<file path="config.mk">
export PLATFORM = sky130hd
export DESIGN_NAME = msof_ctrl
export DESIGN_NICKNAME = d
export VERILOG_FILES = /design/src/shared/msof_pkg.sv /design/src/core/msof_ctrl.sv /design/src/core/msof_math.sv /design/src/core/msof_stage3.sv
export SDC_FILE = /design/constraint.sdc
export NUM_CORES = 2
export LEC_CHECK = 0
export ABC_AREA = 1
export BUFFER_PORTS_ARGS = -buffer_cell sky130_fd_sc_hd__buf_2
export CAP_MARGIN = 0
export CORE_ASPECT_RATIO = 1.1
export CORE_UTILIZATION = 53
export CTS_CLUSTER_SIZE = 24
export DETAILED_ROUTE_END_ITERATION = 10
export PLACE_DENSITY = 0.84
export SLEW_MARGIN = 0
export SYNTH_ARGS = -nofsm -noshare
export SYNTH_HDL_FRONTEND = slang
export SYNTH_HIERARCHICAL = 1
export SYNTH_SLANG_ARGS = --single-unit
export TNS_END_PERCENT = 50
</file>
<file path="constraint.sdc">
create_clock -name pclk -period 8.7 [get_ports pclk]
set_input_delay 1.305 -clock pclk [delete_from_list [all_inputs] [get_ports pclk]]
set_output_delay 1.305 -clock pclk [all_outputs]
set_load 0.02 [all_outputs]
</file>
<file path="src/shared/msof_pkg.sv">
// Purpose: Shared constants for the measurement abort and scale/offset block
// Assumes: APB register bus with 32-bit data, one aligned word per register
// Notes: Error codes are 16-bit two's complement values
package msof_pkg;
  localparam int DATA_W = 32;
  localparam int ADDR_W = 8;
  localparam int FRAC_BITS = 16;
  localparam int CNT_W = 16;

  localparam logic [7:0] OFS_CTRL = 8'h00;
  localparam logic [7:0] OFS_MATH = 8'h04;
  localparam logic [7:0] OFS_CMD = 8'h08;
  localparam logic [7:0] OFS_STATUS = 8'h0c;
  localparam logic [7:0] OFS_SCALE = 8'h10;
  localparam logic [7:0] OFS_OFFSET = 8'h14;
  localparam logic [7:0] OFS_LOWER = 8'h18;
  localparam logic [7:0] OFS_UPPER = 8'h1c;
  localparam logic [7:0] OFS_RESULT = 8'h20;
  localparam logic [7:0] OFS_RECALC = 8'h24;
  localparam logic [7:0] OFS_ERR = 8'h28;
  localparam logic [7:0] OFS_COUNTS = 8'h2c;
  localparam logic [7:0] OFS_PATH = 8'h30;

  localparam int CTRL_CONT = 0;
  localparam int CTRL_ATC = 1;
  localparam int CTRL_AVG = 2;
  localparam int CTRL_AUTORC = 3;
  localparam int CTRL_LIM = 4;
  localparam int CTRL_LFIL = 5;
  localparam int CTRL_RES_LSB = 8;

  localparam int CMD_INIT = 0;
  localparam int CMD_ABORT = 1;
  localparam int CMD_RECALC = 2;
  localparam int CMD_RESET = 3;

  localparam int ST_PENDING = 0;
  localparam int ST_MEASURING = 1;
  localparam int ST_ABORT_WAIT = 2;
  localparam int ST_VALID = 3;
  localparam int ST_FAIL = 4;
  localparam int ST_VPEAK = 5;
  localparam int ST_DIGITS_LSB = 8;

  localparam logic [31:0] SCALE_RST = 32'h0001_0000;
  localparam logic [31:0] OFFSET_RST = 32'h0000_0000;
  localparam logic [31:0] LOWER_RST = 32'h0000_0000;
  localparam logic [31:0] UPPER_RST = 32'h0000_0000;
  localparam logic AUTORC_POWERUP = 1'b1;
  localparam logic AUTORC_CMD_RST = 1'b0;
  localparam logic MATH_RST = 1'b0;

  // Single-precision pattern of 9.91E37
  localparam logic [31:0] NAN_VALUE = 32'h7e95_1b72;
  // -230 and -221
  localparam logic [15:0] ERR_NODATA = 16'hff1a;
  localparam logic [15:0] ERR_CONFLICT = 16'hff23;
  localparam logic [15:0] ERR_NONE = 16'h0000;
  localparam logic [7:0] ASCII_0 = 8'h30;
  localparam logic [7:0] ASCII_1 = 8'h31;
  localparam logic [3:0] DIGITS_MIN = 4'h1;
  localparam logic [3:0] DIGITS_MAX = 4'hf;
  // Stage 3 order: limit filter first, then averaging
  localparam logic [7:0] PATH_FILT_AVG = 8'h01;
endpackage

</file>
<file path="src/core/msof_ctrl.sv">
// Purpose: Measurement initiate/abort control, post-processing chain, APB registers
// Assumes: Measurement engine runs on pclk; meas_done is a one-cycle pulse
// Notes: Result reads stall pready during holdoff; every access takes two cycles or more
//
// The address map and the APB register port are this design's own decisions.

// Functional notes
// RULE_01 - Abort stops measurement, completes once engine idle
// RULE_02 - Abort clears the pending-operation flag
// RULE_03 - Idle abort changes nothing
// RULE_04 - Single measurement abort clears pending
// RULE_05 - Continuous abort restarts measurement, sets pending
// RULE_06 - Block abort terminates whole block
// RULE_07 - Abort clears measuring status bit
// RULE_08 - Aborted measurement invalidates result
// RULE_09 - New data runs all three stages
// RULE_10 - Result valid until recomputed or config change
// RULE_11 - Stage three: two serial sub-blocks, reportable
// RULE_12 - Voltage-peak function bypasses all stages
// RULE_13 - Each stage ignored until enabled
// RULE_14 - Math is value times scale plus offset
// RULE_15 - No valid result: NaN, no-data error
// RULE_16 - Voltage-peak query: NaN, conflict error
// RULE_17 - Text result has one to fifteen digits
// RULE_18 - Math result query held during measurement
// RULE_19 - Recalculate reruns stages one, two only
// RULE_20 - Auto recalc reruns after config commands
// RULE_21 - Auto recalc on at power-up, off by reset
// RULE_22 - Math enable write clears limit counts
// RULE_23 - Boolean query answers ASCII zero or one
// RULE_24 - Equation query must end the message
// RULE_25 - Measuring set while running, cleared on completion
module msof_ctrl (
  input wire logic pclk,
  input wire logic presetn,
  input wire logic clk_en,
  input wire logic psel,
  input wire logic penable,
  input wire logic pwrite,
  input wire logic [msof_pkg::ADDR_W-1:0] paddr,
  input wire logic [msof_pkg::DATA_W-1:0] pwdata,
  output logic [msof_pkg::DATA_W-1:0] prdata,
  output logic pready,
  output logic pslverr,
  input wire logic meas_busy,
  input wire logic meas_done,
  input wire logic [msof_pkg::DATA_W-1:0] meas_data,
  input wire logic vpeak_active,
  input wire logic dev_clear,
  output logic meas_start,
  output logic meas_abort,
  output logic block_mode,
  output logic pending_flag,
  output logic measuring,
  output logic [msof_pkg::DATA_W-1:0] out_data,
  output logic out_valid
);
  import msof_pkg::*;

  typedef struct packed {
    logic cont;
    logic atc;
    logic avg;
    logic autorc;
    logic lim_en;
    logic lfil_en;
    logic [3:0] resol;
    logic math_en;
    logic [DATA_W-1:0] scale;
    logic [DATA_W-1:0] offset;
    logic [DATA_W-1:0] lower;
    logic [DATA_W-1:0] upper;
    logic pending;
    logic measuring;
    logic abort_wait;
    logic start_q;
    logic abort_q;
    logic calc_req;
    logic [DATA_W-1:0] raw;
    logic result_valid;
    logic last_fail;
    logic [CNT_W-1:0] fail_cnt;
    logic [CNT_W-1:0] pass_cnt;
    logic [15:0] err;
    logic waited;
    logic [DATA_W-1:0] rdata;
  } msof_st_type;

  localparam msof_st_type ST_RST = '{
    autorc: AUTORC_POWERUP, math_en: MATH_RST, scale: SCALE_RST, offset: OFFSET_RST,
    lower: LOWER_RST, upper: UPPER_RST, default: '0};

  msof_st_type st_reg;
  msof_st_type st_next;
  logic setup;
  logic access;
  logic rd_res;
  logic rd_rc;
  logic hold_math;
  logic hold_calc;
  logic stall;
  logic xfer;
  logic mapped;
  logic eff_math;
  logic eff_lim;
  logic acq;
  logic calc_go;
  logic [DATA_W-1:0] m_res;
  logic m_done;
  logic m_acq;
  logic [DATA_W-1:0] rd_val;
  logic [7:0] path_code;
  logic [3:0] digits;
  logic out_range;

  assign setup = psel & ~penable;
  assign access = psel & penable;
  assign rd_res = ~pwrite & (paddr == OFS_RESULT);
  assign rd_rc = ~pwrite & (paddr == OFS_RECALC);
  // Holdoff ends only by completion or device clear; see RULE_18
  // Result lands the cycle after completion, so hold through the math pass too
  assign hold_math = access & (rd_res | rd_rc) & st_reg.math_en & (st_reg.measuring | m_done) &
                     ~dev_clear;
  // Recalculate query waits for its own new result; see RULE_19
  assign hold_calc = access & rd_rc & (st_reg.calc_req | m_done);
  // Commands after an abort wait until the engine has stopped; see RULE_01
  assign stall = hold_math | hold_calc | (access & st_reg.abort_wait);
  assign pready = access & st_reg.waited & ~stall;
  assign xfer = access & pready;
  assign pslverr = pready & ~mapped;

  // Voltage-peak function bypasses every stage; see RULE_12
  assign eff_math = st_reg.math_en & ~vpeak_active; // see RULE_13
  assign eff_lim = st_reg.lim_en & ~vpeak_active; // see RULE_13
  // Results of an aborted measurement are dropped
  assign acq = meas_done & st_reg.measuring & ~st_reg.abort_wait;
  assign calc_go = acq | st_reg.calc_req; // see RULE_09
  assign digits = (st_reg.resol < DIGITS_MIN) ? DIGITS_MIN : st_reg.resol; // see RULE_17
  assign out_range = ($signed(m_res) < $signed(st_reg.lower)) |
                     ($signed(m_res) > $signed(st_reg.upper));

  msof_math u_math (
    .pclk(pclk),
    .presetn(presetn),
    .clk_en(clk_en),
    .calc(calc_go),
    .calc_acq(acq),
    .math_on(eff_math),
    .din(acq ? meas_data : st_reg.raw),
    .scale(st_reg.scale),
    .offset(st_reg.offset),
    .result(m_res),
    .done(m_done),
    .done_acq(m_acq)
  );

  // Only fresh acquisitions reach stage 3; see RULE_19
  msof_stage3 u_stage3 (
    .pclk(pclk),
    .presetn(presetn),
    .clk_en(clk_en),
    .in_data(m_res),
    .in_valid(m_done & m_acq),
    .filt_en(st_reg.lfil_en & ~vpeak_active),
    .avg_en(st_reg.avg & ~vpeak_active),
    .lower(st_reg.lower),
    .upper(st_reg.upper),
    .out_data(out_data),
    .out_valid(out_valid),
    .path(path_code)
  );

  always_comb begin
    rd_val = '0;
    mapped = 1'b1;
    unique case (paddr)
      OFS_CTRL: begin
        rd_val[CTRL_CONT] = st_reg.cont;
        rd_val[CTRL_ATC] = st_reg.atc;
        rd_val[CTRL_AVG] = st_reg.avg;
        rd_val[CTRL_AUTORC] = st_reg.autorc;
        rd_val[CTRL_LIM] = st_reg.lim_en;
        rd_val[CTRL_LFIL] = st_reg.lfil_en;
        rd_val[CTRL_RES_LSB +: 4] = st_reg.resol;
      end
      OFS_MATH: rd_val[7:0] = st_reg.math_en ? ASCII_1 : ASCII_0; // see RULE_23
      OFS_CMD: rd_val = '0;
      OFS_STATUS: begin
        rd_val[ST_PENDING] = st_reg.pending;
        rd_val[ST_MEASURING] = st_reg.measuring;
        rd_val[ST_ABORT_WAIT] = st_reg.abort_wait;
        rd_val[ST_VALID] = st_reg.result_valid;
        rd_val[ST_FAIL] = st_reg.last_fail;
        rd_val[ST_VPEAK] = vpeak_active;
        rd_val[ST_DIGITS_LSB +: 4] = digits;
      end
      OFS_SCALE: rd_val = st_reg.scale;
      OFS_OFFSET: rd_val = st_reg.offset;
      OFS_LOWER: rd_val = st_reg.lower;
      OFS_UPPER: rd_val = st_reg.upper;
      OFS_RESULT, OFS_RECALC: begin
        // NaN stands in for a missing or conflicting result; see RULE_15
        rd_val = (vpeak_active | ~st_reg.result_valid) ? NAN_VALUE : m_res; // see RULE_16
      end
      OFS_ERR: rd_val[15:0] = st_reg.err;
      OFS_COUNTS: rd_val = {st_reg.fail_cnt, st_reg.pass_cnt};
      OFS_PATH: rd_val[7:0] = path_code; // see RULE_11
      default: mapped = 1'b0;
    endcase
  end

  always_comb begin
    st_next = st_reg;
    st_next.start_q = 1'b0;
    st_next.abort_q = 1'b0;
    st_next.waited = access & ~stall & ~pready;
    if (psel) begin
      st_next.rdata = rd_val;
    end
    if (calc_go) begin
      st_next.calc_req = 1'b0;
    end
    // Abort is complete only after the engine reports idle; see RULE_01
    if (st_reg.abort_wait && !meas_busy && !st_reg.abort_q) begin
      st_next.abort_wait = 1'b0;
    end
    if (acq) begin
      st_next.raw = meas_data;
      st_next.measuring = 1'b0; // see RULE_25
      st_next.pending = 1'b0;
    end
    if (xfer && !pwrite && paddr == OFS_ERR) begin
      st_next.err = ERR_NONE;
    end
    if (xfer && pwrite) begin
      unique case (paddr)
        OFS_CTRL: begin
          st_next.cont = pwdata[CTRL_CONT];
          st_next.atc = pwdata[CTRL_ATC];
          st_next.avg = pwdata[CTRL_AVG];
          st_next.autorc = pwdata[CTRL_AUTORC];
          st_next.lim_en = pwdata[CTRL_LIM];
          st_next.lfil_en = pwdata[CTRL_LFIL];
          st_next.resol = pwdata[CTRL_RES_LSB +: 4];
          st_next.calc_req = st_reg.calc_req | st_reg.autorc; // see RULE_20
        end
        OFS_MATH: begin
          st_next.math_en = pwdata[0];
          st_next.fail_cnt = '0; // see RULE_22
          st_next.pass_cnt = '0;
        end
        OFS_SCALE: st_next.scale = pwdata;
        OFS_OFFSET: st_next.offset = pwdata;
        OFS_LOWER: begin
          st_next.lower = pwdata;
          st_next.calc_req = st_reg.calc_req | st_reg.autorc; // see RULE_20
        end
        OFS_UPPER: begin
          st_next.upper = pwdata;
          st_next.calc_req = st_reg.calc_req | st_reg.autorc; // see RULE_20
        end
        OFS_CMD: begin
          if (pwdata[CMD_INIT] && !st_reg.pending && !st_reg.abort_wait) begin
            st_next.start_q = 1'b1;
            st_next.pending = 1'b1;
            st_next.measuring = 1'b1; // see RULE_25
          end
          // Idle with continuous off is a no-op; see RULE_03
          if (pwdata[CMD_ABORT] && (st_reg.cont || st_reg.pending || st_reg.measuring)) begin
            st_next.abort_q = 1'b1; // see RULE_01
            st_next.abort_wait = 1'b1;
            st_next.start_q = 1'b0;
            // Single, block and repetitive cases all drop pending; see RULE_04, RULE_06
            st_next.pending = 1'b0; // see RULE_02
            st_next.measuring = 1'b0; // see RULE_07
            st_next.result_valid = 1'b0; // see RULE_08
          end
          if (pwdata[CMD_RECALC]) begin
            st_next.calc_req = 1'b1; // see RULE_19
          end
          if (pwdata[CMD_RESET]) begin
            st_next.cont = 1'b0;
            st_next.atc = 1'b0;
            st_next.avg = 1'b0;
            st_next.lim_en = 1'b0;
            st_next.lfil_en = 1'b0;
            st_next.resol = '0;
            st_next.autorc = AUTORC_CMD_RST; // see RULE_21
            st_next.math_en = MATH_RST; // see RULE_22
            st_next.fail_cnt = '0;
            st_next.pass_cnt = '0;
            st_next.scale = SCALE_RST;
            st_next.offset = OFFSET_RST;
            st_next.lower = LOWER_RST;
            st_next.upper = UPPER_RST;
          end
        end
        default: begin
        end
      endcase
      // Math settings are relevant state: recompute or invalidate; see RULE_10
      if (paddr == OFS_MATH || paddr == OFS_SCALE || paddr == OFS_OFFSET) begin
        if (st_reg.autorc) begin
          st_next.calc_req = 1'b1; // see RULE_20
        end else begin
          st_next.result_valid = 1'b0;
        end
      end
    end
    if (setup && rd_rc) begin
      st_next.calc_req = 1'b1; // see RULE_19
    end
    // A new result is valid until superseded, aborted or invalidated by a math setting write; see RULE_10
    if (m_done) begin
      st_next.result_valid = 1'b1;
      if (eff_lim) begin
        st_next.last_fail = out_range;
        // Counts only move on acquired data, never on recalculation; see RULE_19
        if (m_acq && out_range) begin
          st_next.fail_cnt = st_next.fail_cnt + 1'b1;
        end else if (m_acq) begin
          st_next.pass_cnt = st_next.pass_cnt + 1'b1;
        end
      end
    end
    if (xfer && (rd_res || rd_rc)) begin
      if (vpeak_active) begin
        st_next.err = ERR_CONFLICT; // see RULE_16
      end else if (!st_reg.result_valid) begin
        st_next.err = ERR_NODATA; // see RULE_15
      end
    end
    // Continuous mode restarts once any abort has finished; see RULE_05
    if (st_next.cont && !st_next.pending && !st_next.abort_wait && !st_next.start_q) begin
      st_next.start_q = 1'b1;
      st_next.pending = 1'b1;
      st_next.measuring = 1'b1;
    end
  end

  always_ff @(posedge pclk or negedge presetn) begin
    if (!presetn) begin
      st_reg <= ST_RST;
    end else if (clk_en) begin
      st_reg <= st_next;
    end
  end

  assign prdata = st_reg.rdata;
  assign meas_start = st_reg.start_q;
  assign meas_abort = st_reg.abort_q;
  assign block_mode = st_reg.atc & st_reg.avg & ~st_reg.cont; // see RULE_06
  assign pending_flag = st_reg.pending;
  assign measuring = st_reg.measuring;
endmodule

</file>
<file path="src/core/msof_math.sv">
// Purpose: Stage 1 scale/offset math with one register stage
// Assumes: Scale is signed fixed point with FRAC fraction bits
// Notes: Tag travels with the data so the caller knows its source
module msof_math #(
  parameter int W = msof_pkg::DATA_W,
  parameter int FRAC = msof_pkg::FRAC_BITS
) (
  input wire logic pclk,
  input wire logic presetn,
  input wire logic clk_en,
  input wire logic calc,
  input wire logic calc_acq,
  input wire logic math_on,
  input wire logic [W-1:0] din,
  input wire logic [W-1:0] scale,
  input wire logic [W-1:0] offset,
  output logic [W-1:0] result,
  output logic done,
  output logic done_acq
);
  import msof_pkg::*;

  typedef struct packed {
    logic [W-1:0] result;
    logic done;
    logic acq;
  } msof_math_st_type;

  msof_math_st_type st_reg;
  msof_math_st_type st_next;
  logic signed [2*W-1:0] prod;

  assign prod = $signed(din) * $signed(scale);

  always_comb begin
    st_next = st_reg;
    st_next.done = 1'b0;
    if (calc) begin
      // Only operation offered is value times scale plus offset; see RULE_14
      if (math_on) begin
        st_next.result = W'(prod >>> FRAC) + offset;
      end else begin
        st_next.result = din;
      end
      st_next.done = 1'b1;
      st_next.acq = calc_acq;
    end
  end

  always_ff @(posedge pclk or negedge presetn) begin
    if (!presetn) begin
      st_reg <= '0;
    end else if (clk_en) begin
      st_reg <= st_next;
    end
  end

  assign result = st_reg.result;
  assign done = st_reg.done;
  assign done_acq = st_reg.acq;
endmodule

</file>
<file path="src/core/msof_stage3.sv">
// Purpose: Stage 3, limit filter followed by averaging
// Assumes: Bounds are shared with the limit test
// Notes: Each sub-block passes data through untouched while disabled
module msof_stage3 #(
  parameter int W = msof_pkg::DATA_W
) (
  input wire logic pclk,
  input wire logic presetn,
  input wire logic clk_en,
  input wire logic [W-1:0] in_data,
  input wire logic in_valid,
  input wire logic filt_en,
  input wire logic avg_en,
  input wire logic [W-1:0] lower,
  input wire logic [W-1:0] upper,
  output logic [W-1:0] out_data,
  output logic out_valid,
  output logic [7:0] path
);
  import msof_pkg::*;

  typedef struct packed {
    logic [W-1:0] filt;
    logic filt_v;
    logic [W-1:0] avg;
    logic avg_v;
    logic primed;
  } msof_s3_st_type;

  msof_s3_st_type st_reg;
  msof_s3_st_type st_next;
  logic signed [W:0] sum;

  assign sum = $signed({st_reg.avg[W-1], st_reg.avg}) + $signed({st_reg.filt[W-1], st_reg.filt});

  always_comb begin
    st_next = st_reg;
    st_next.filt_v = in_valid;
    st_next.avg_v = st_reg.filt_v;
    // Serial sub-blocks, filter feeds averager; see RULE_11
    if (in_valid) begin
      st_next.filt = in_data;
      if (filt_en && $signed(in_data) < $signed(lower)) begin // see RULE_13
        st_next.filt = lower;
      end else if (filt_en && $signed(in_data) > $signed(upper)) begin
        st_next.filt = upper;
      end
    end
    if (st_reg.filt_v) begin
      st_next.primed = avg_en;
      // First sample after enabling has nothing to average with
      if (avg_en && st_reg.primed) begin // see RULE_13
        st_next.avg = sum[W:1];
      end else begin
        st_next.avg = st_reg.filt;
      end
    end
  end

  always_ff @(posedge pclk or negedge presetn) begin
    if (!presetn) begin
      st_reg <= '0;
    end else if (clk_en) begin
      st_reg <= st_next;
    end
  end

  assign out_data = st_reg.avg;
  assign out_valid = st_reg.avg_v;
  assign path = PATH_FILT_AVG; // see RULE_11
endmodule

</file>
# Yosys cells after proc, flatten, opt, wreduce, memory -nomap -nowiden
# Cells that the tools add are included.
[op_classes] n_addsub=4 mul=1 order_cmp=3 n_eq_ne=13 mux=54 n_bitwise=45 reduce_logical=53
[ops] op="32-bit one-hot mux with 2 select lines" n=5
[ops] op="32-bit two-way mux" n=8
[ops] op="145-bit two-way mux" n=1
[ops] op="139-bit two-way mux" n=1
[ops] op="16-bit two-way mux" n=7
[ops] op="16-bit one-hot mux with 6 select lines" n=1
[ops] op="6-bit one-hot mux with 11 select lines" n=1
[ops] op="32-bit by 32-bit multiplier with 48-bit output" n=1
[ops] op="8-bit by 6-bit equality test with 1-bit output, second input constant" n=5
[ops] op="4-bit one-hot mux with 9 select lines" n=1
[ops] op="34-bit two-way mux" n=1
[ops] op="32-bit by 32-bit adder with 33-bit output" n=1
[ops] op="33-bit two-way mux" n=1
[ops] op="16-bit by 1-bit adder with 16-bit output, second input constant" n=2
[ops] op="32-bit adder" n=1
[ops] op="8-bit by 5-bit equality test with 1-bit output, second input constant" n=4
[ops] op="32-bit greater-than comparator" n=1
[ops] op="32-bit less-than comparator" n=1
[ops] op="4-bit one-hot mux with 7 select lines" n=1
[ops] op="1-bit bitwise AND" n=26
[ops] op="4-bit AND reduction" n=6
[ops] op="10-bit one-hot mux with 2 select lines" n=1
[ops] op="1-bit logical AND" n=17
[ops] op="8-bit by 4-bit equality test with 1-bit output, second input constant" n=2
[ops] op="20 further kinds" n=77
[totals] ff_bits=361 inputBits=82 out_inout_bits=72 elab_cells=207

# Depth between registers and ports, before layout
[depth] ltp_word=19 depth_mapped=51 mapped_depth_nobuf=47

# Modules after synthesis
# The synthesis kept the hierarchy.
[by_module_without_submodules] mod="msof_math" n_inst=1 cells_per_inst=4338 area_each_um2=33440.8 seq_area_each_um2=850.8
[by_module_without_submodules] mod="msof_ctrl" n_inst=1 cells_per_inst=1780 area_each_um2=14622.8 seq_area_each_um2=6508.7
[by_module_without_submodules] mod="msof_stage3" n_inst=1 cells_per_inst=1149 area_each_um2=7941.4 seq_area_each_um2=1676.6

# Worst setup path after synthesis
# OpenSTA, ideal clock, no wires.
[synth_path] path_kind="input -> register" startpoint="input port meas_done" endpoint="register u_math.st_reg, in the netlist u_math/result[28]" setup_time_ns=0.123 t_arrival_ns=9.522 t_required_ns=8.577 path_slack_ns=-0.945 path_stages=43 path_buffers=4 cell_sequence="nand3_1 -> clkbuf_1 -> clkbuf_1 -> nand2_1 -> o21ai_0 -> clkbuf_1 -> clkbuf_1 -> nand2_1 -> inv_1 -> fa_1 -> fa_1 -> inv_1 -> fa_1 -> fa_1 -> inv_1 -> fa_1 -> inv_1 -> fa_1 -> [... 7 more ...] -> inv_1 -> a31oi_1 -> o21bai_2 -> nand2_1 -> nand2_1 -> xor2_1 -> ha_1 -> nand2_1 -> nor3_1 -> nand3_1 -> nand3_1 -> nand2_1 -> nand2_1 -> inv_1 -> o21ai_1 -> xor2_1 -> o21ai_0 -> nand2_1"
[synth_lines] element="start: declaration" line="msof_ctrl.sv:46" rtl="input wire logic meas_done,"
[synth_lines] element="end signal: assignment" line="msof_math.sv:54" rtl="st_reg <= st_next;"
[synth_lines] element="end: declaration" line="msof_math.sv:29" rtl="msof_math_st_type st_reg;"

==> results_dict.tcl <==
set metrics [dict create \
    clock_path_buffers 3 \
    outcome "complete, but fails checks" \
    p_leak_nw 36.3 \
    grtUsageTotal 0.351 \
    cp-start-kind "input pin" \
    first_pass_iters 6 \
    skew_ps 21.5 \
    r2r-end "u_math/result[30]" \
    drt_iter0_drc 5913 \
    start_util 0.537 \
    worstPathRequired_ps 9170 \
    gp_congestion 1.03 \
    num_rows 124 \
    hold_viol_final 0 \
    final_max_slew_viol_count 0 \
    die_w_um 312 \
    grt_max_degree 135 \
    synth_edf_count 0 \
    ir_drop_uv 217 \
    crit_type "in2reg" \
    critical_path.max_fanout 8 \
    clock_power_share 0.195 \
    place_hpwl_um 146000 \
    slowest_delay_ps 600 \
    tritoncts "done" \
    power_frac_seq 0.253 \
    drive_gt1_frac 0.155 \
    fp.dieH_um 343 \
    crit_start "meas_done" \
    io_buffer_count 153 \
    ys_types 73 \
    route.detailed.drc 0 \
    min_path_cells 2 \
    power_frac_comb 0.552 \
    grt_remaining_overflow 0 \
    whs_ps 476 \
    violations "setup timing" \
    whs_endpoint "prdata[5]" \
    ant_nets 0 \
    p_switching_mw 4.57 \
    ys_warn_count 6 \
    nNetsFinal 8907 \
    r2r-start "st_reg[118]" \
    numCtsBuffers 41 \
    crit_arrival_ps 9900 \
    min_path_type "reg2reg" \
    final_util 0.616 \
    rr_worst_depth 44 \
    p_int_mw 4.93 \
    synth_area_per_cell_um2 7.71 \
    grt_pass1_wl_um 291000 \
    timing.final.crit_share 1.08 \
    die-area_um2 107000 \
    async_flop_share 1.00 \
    io_pins 154 \
    clockRootBuffer "clkbuf_16" \
    ys_seq_area_frac 0.161 \
    routed_wl_um 191000 \
    layout_commonest_cell "nand2_1" \
    swShare 0.481 \
    clkSinkCount 361 \
    relSlewSlack 0.238 \
    clk-insertion-delay-late_ps 610 \
    worst_pin_slew_ps 1140 \
    p_per_area_nw_per_um2 148 \
    timing.final.ws_setup_ps -727 \
    layout_common_cells "1,902 x nand2_1, 1,707 x inv_1, 818 x fa_1" \
    path_clk_slew_ps 60 \
    synthesis.area_um2 56000 \
    grt_pass1_vias 53410 \
    cp-end-kind "flop" \
    rsz0062_at_grt "yes" \
    reg2reg_slack_ps -420 \
    fin_crit_ps 9430 \
    maxCapViolCount 0 \
    crit_top_cell "nand2_1" \
    htreeDepth 2 \
    wire_per_inst_um 21.1 \
    area_growth_pct 14.7 \
    finalSetupViolations 26 \
    num_vias 51480 \
    synth_top_flop_cell "dfrtp_1" \
    ys_seq_elements 361 \
    cp_slowest_cell "fa_2" \
    max_freq_mhz 106 \
    core_area_um2 104000 \
    synthCells 7267 \
    via_per_inst 5.69 \
    grt_antenna_before_repair 4 \
    ctsHoldBuffers 0 \
    worstHoldStart "prdata[5]" \
    largest_register_ffs 224 \
]
critical path: cells and delay by family:
family          cells  cell delay (ps)
simple gates       11              920
buf+inv            13             1580
compound gates     10             1530
fa+ha+maj          10             4520
synthesized netlist by cell type, drive strengths merged (10+ instances only):
master	instances	area, µm²
o21a	23	173
nand2	1952	7400
nor3	38	211
dfrtp	359	8980
nor4	12	103
nor2	323	1340
nand3b	11	82.6
o22ai	23	144
a21oi	266	1340
inv	1731	6500
o2111ai	10	87.6
xor2	67	594
clkbuf	244	1050
ha	358	4480
o21ai	368	2070
a221oi	50	438
fa	840	16800
o211ai	27	216
xnor2	41	367
buf	146	1090
a31oi	20	125
o21bai	14	116
nand4	101	638
nand3	179	1100
a21o	12	90.1
worst max-delay path by stage:
stage	slack, ps	cells after the start	to
after detailed placement	-1310	35	u_math/result[19]
after global routing	-1010	44	u_math/result[30]
after floorplan	-370	45	u_math/result[29]
after CTS	-430	36	u_math/result[30]
final	-730	44	u_math/result[30]
after global placement	-1220	33	u_math/result[19]
cell type report:
| class | instances | area (µm²) |
|---|---|---|
| diodes | 1 | 2.50 |
| well taps | 1386 | 1730 |
| clock buffers | 52 | 1140 |
| clock inverters | 21 | 249 |
| flip-flops and latches | 361 | 9040 |
| repair buffers | 704 | 5970 |
| multi-input cells | 4782 | 39600 |
| fillers | 8420 | 40000 |
| inverters | 1737 | 6530 |
metal layers:
metal	up-vias	routed length [µm]	GRT usage
li1	22464	-	-
met1	24762	67100	0.426
met2	3331	84300	0.551
met3	919	22500	0.0874
met4	4	17200	0.243
met5	-	23	0
per-stage QoR:
stage	instance area, µm²	power (mW)	std cells	setup WS (ps)	setup TNS, ps
after floorplan	56500	5.11	7273	-366	-3080
after global placement	61200	6.93	8917	-1220	-24610
after detailed placement	61200	7.06	8917	-1310	-28540
after CTS	63300	9.01	9017	-431	-6140
after global routing	64200	9.85	9043	-1010	-19060
final	64200	9.50	9044	-727	-11210
logic make-up after synthesis:
family	count (synthesis)	share of synthesized area
and+or+nand+nor	2625	0.196
AOI/OAI and AO/OA	843	0.0903
other	2	0.000134
adders and majority gates	1198	0.380
buffers and inverters	2130	0.155
xor gates and xnor gates	108	0.0172
DFF	361	0.161
timing repair:
action,in CTS,in global routing
resized for setup,108,122
cloned,2,7
pin swaps,49,47
setup buffers,25,19
endpoints found under the setup margin,25,28
power groups by stage:
stage	clock network (mW)	registers, mW	logic (mW)
CTS	1.85	2.37	4.79
detailed placement	0	2.40	4.66
finish	1.85	2.40	5.25
global route	1.91	2.42	5.52
floorplan	0	2.20	2.90
global placement	0	2.39	4.54
No activity file was read; power rests on OpenSTA's default activity.
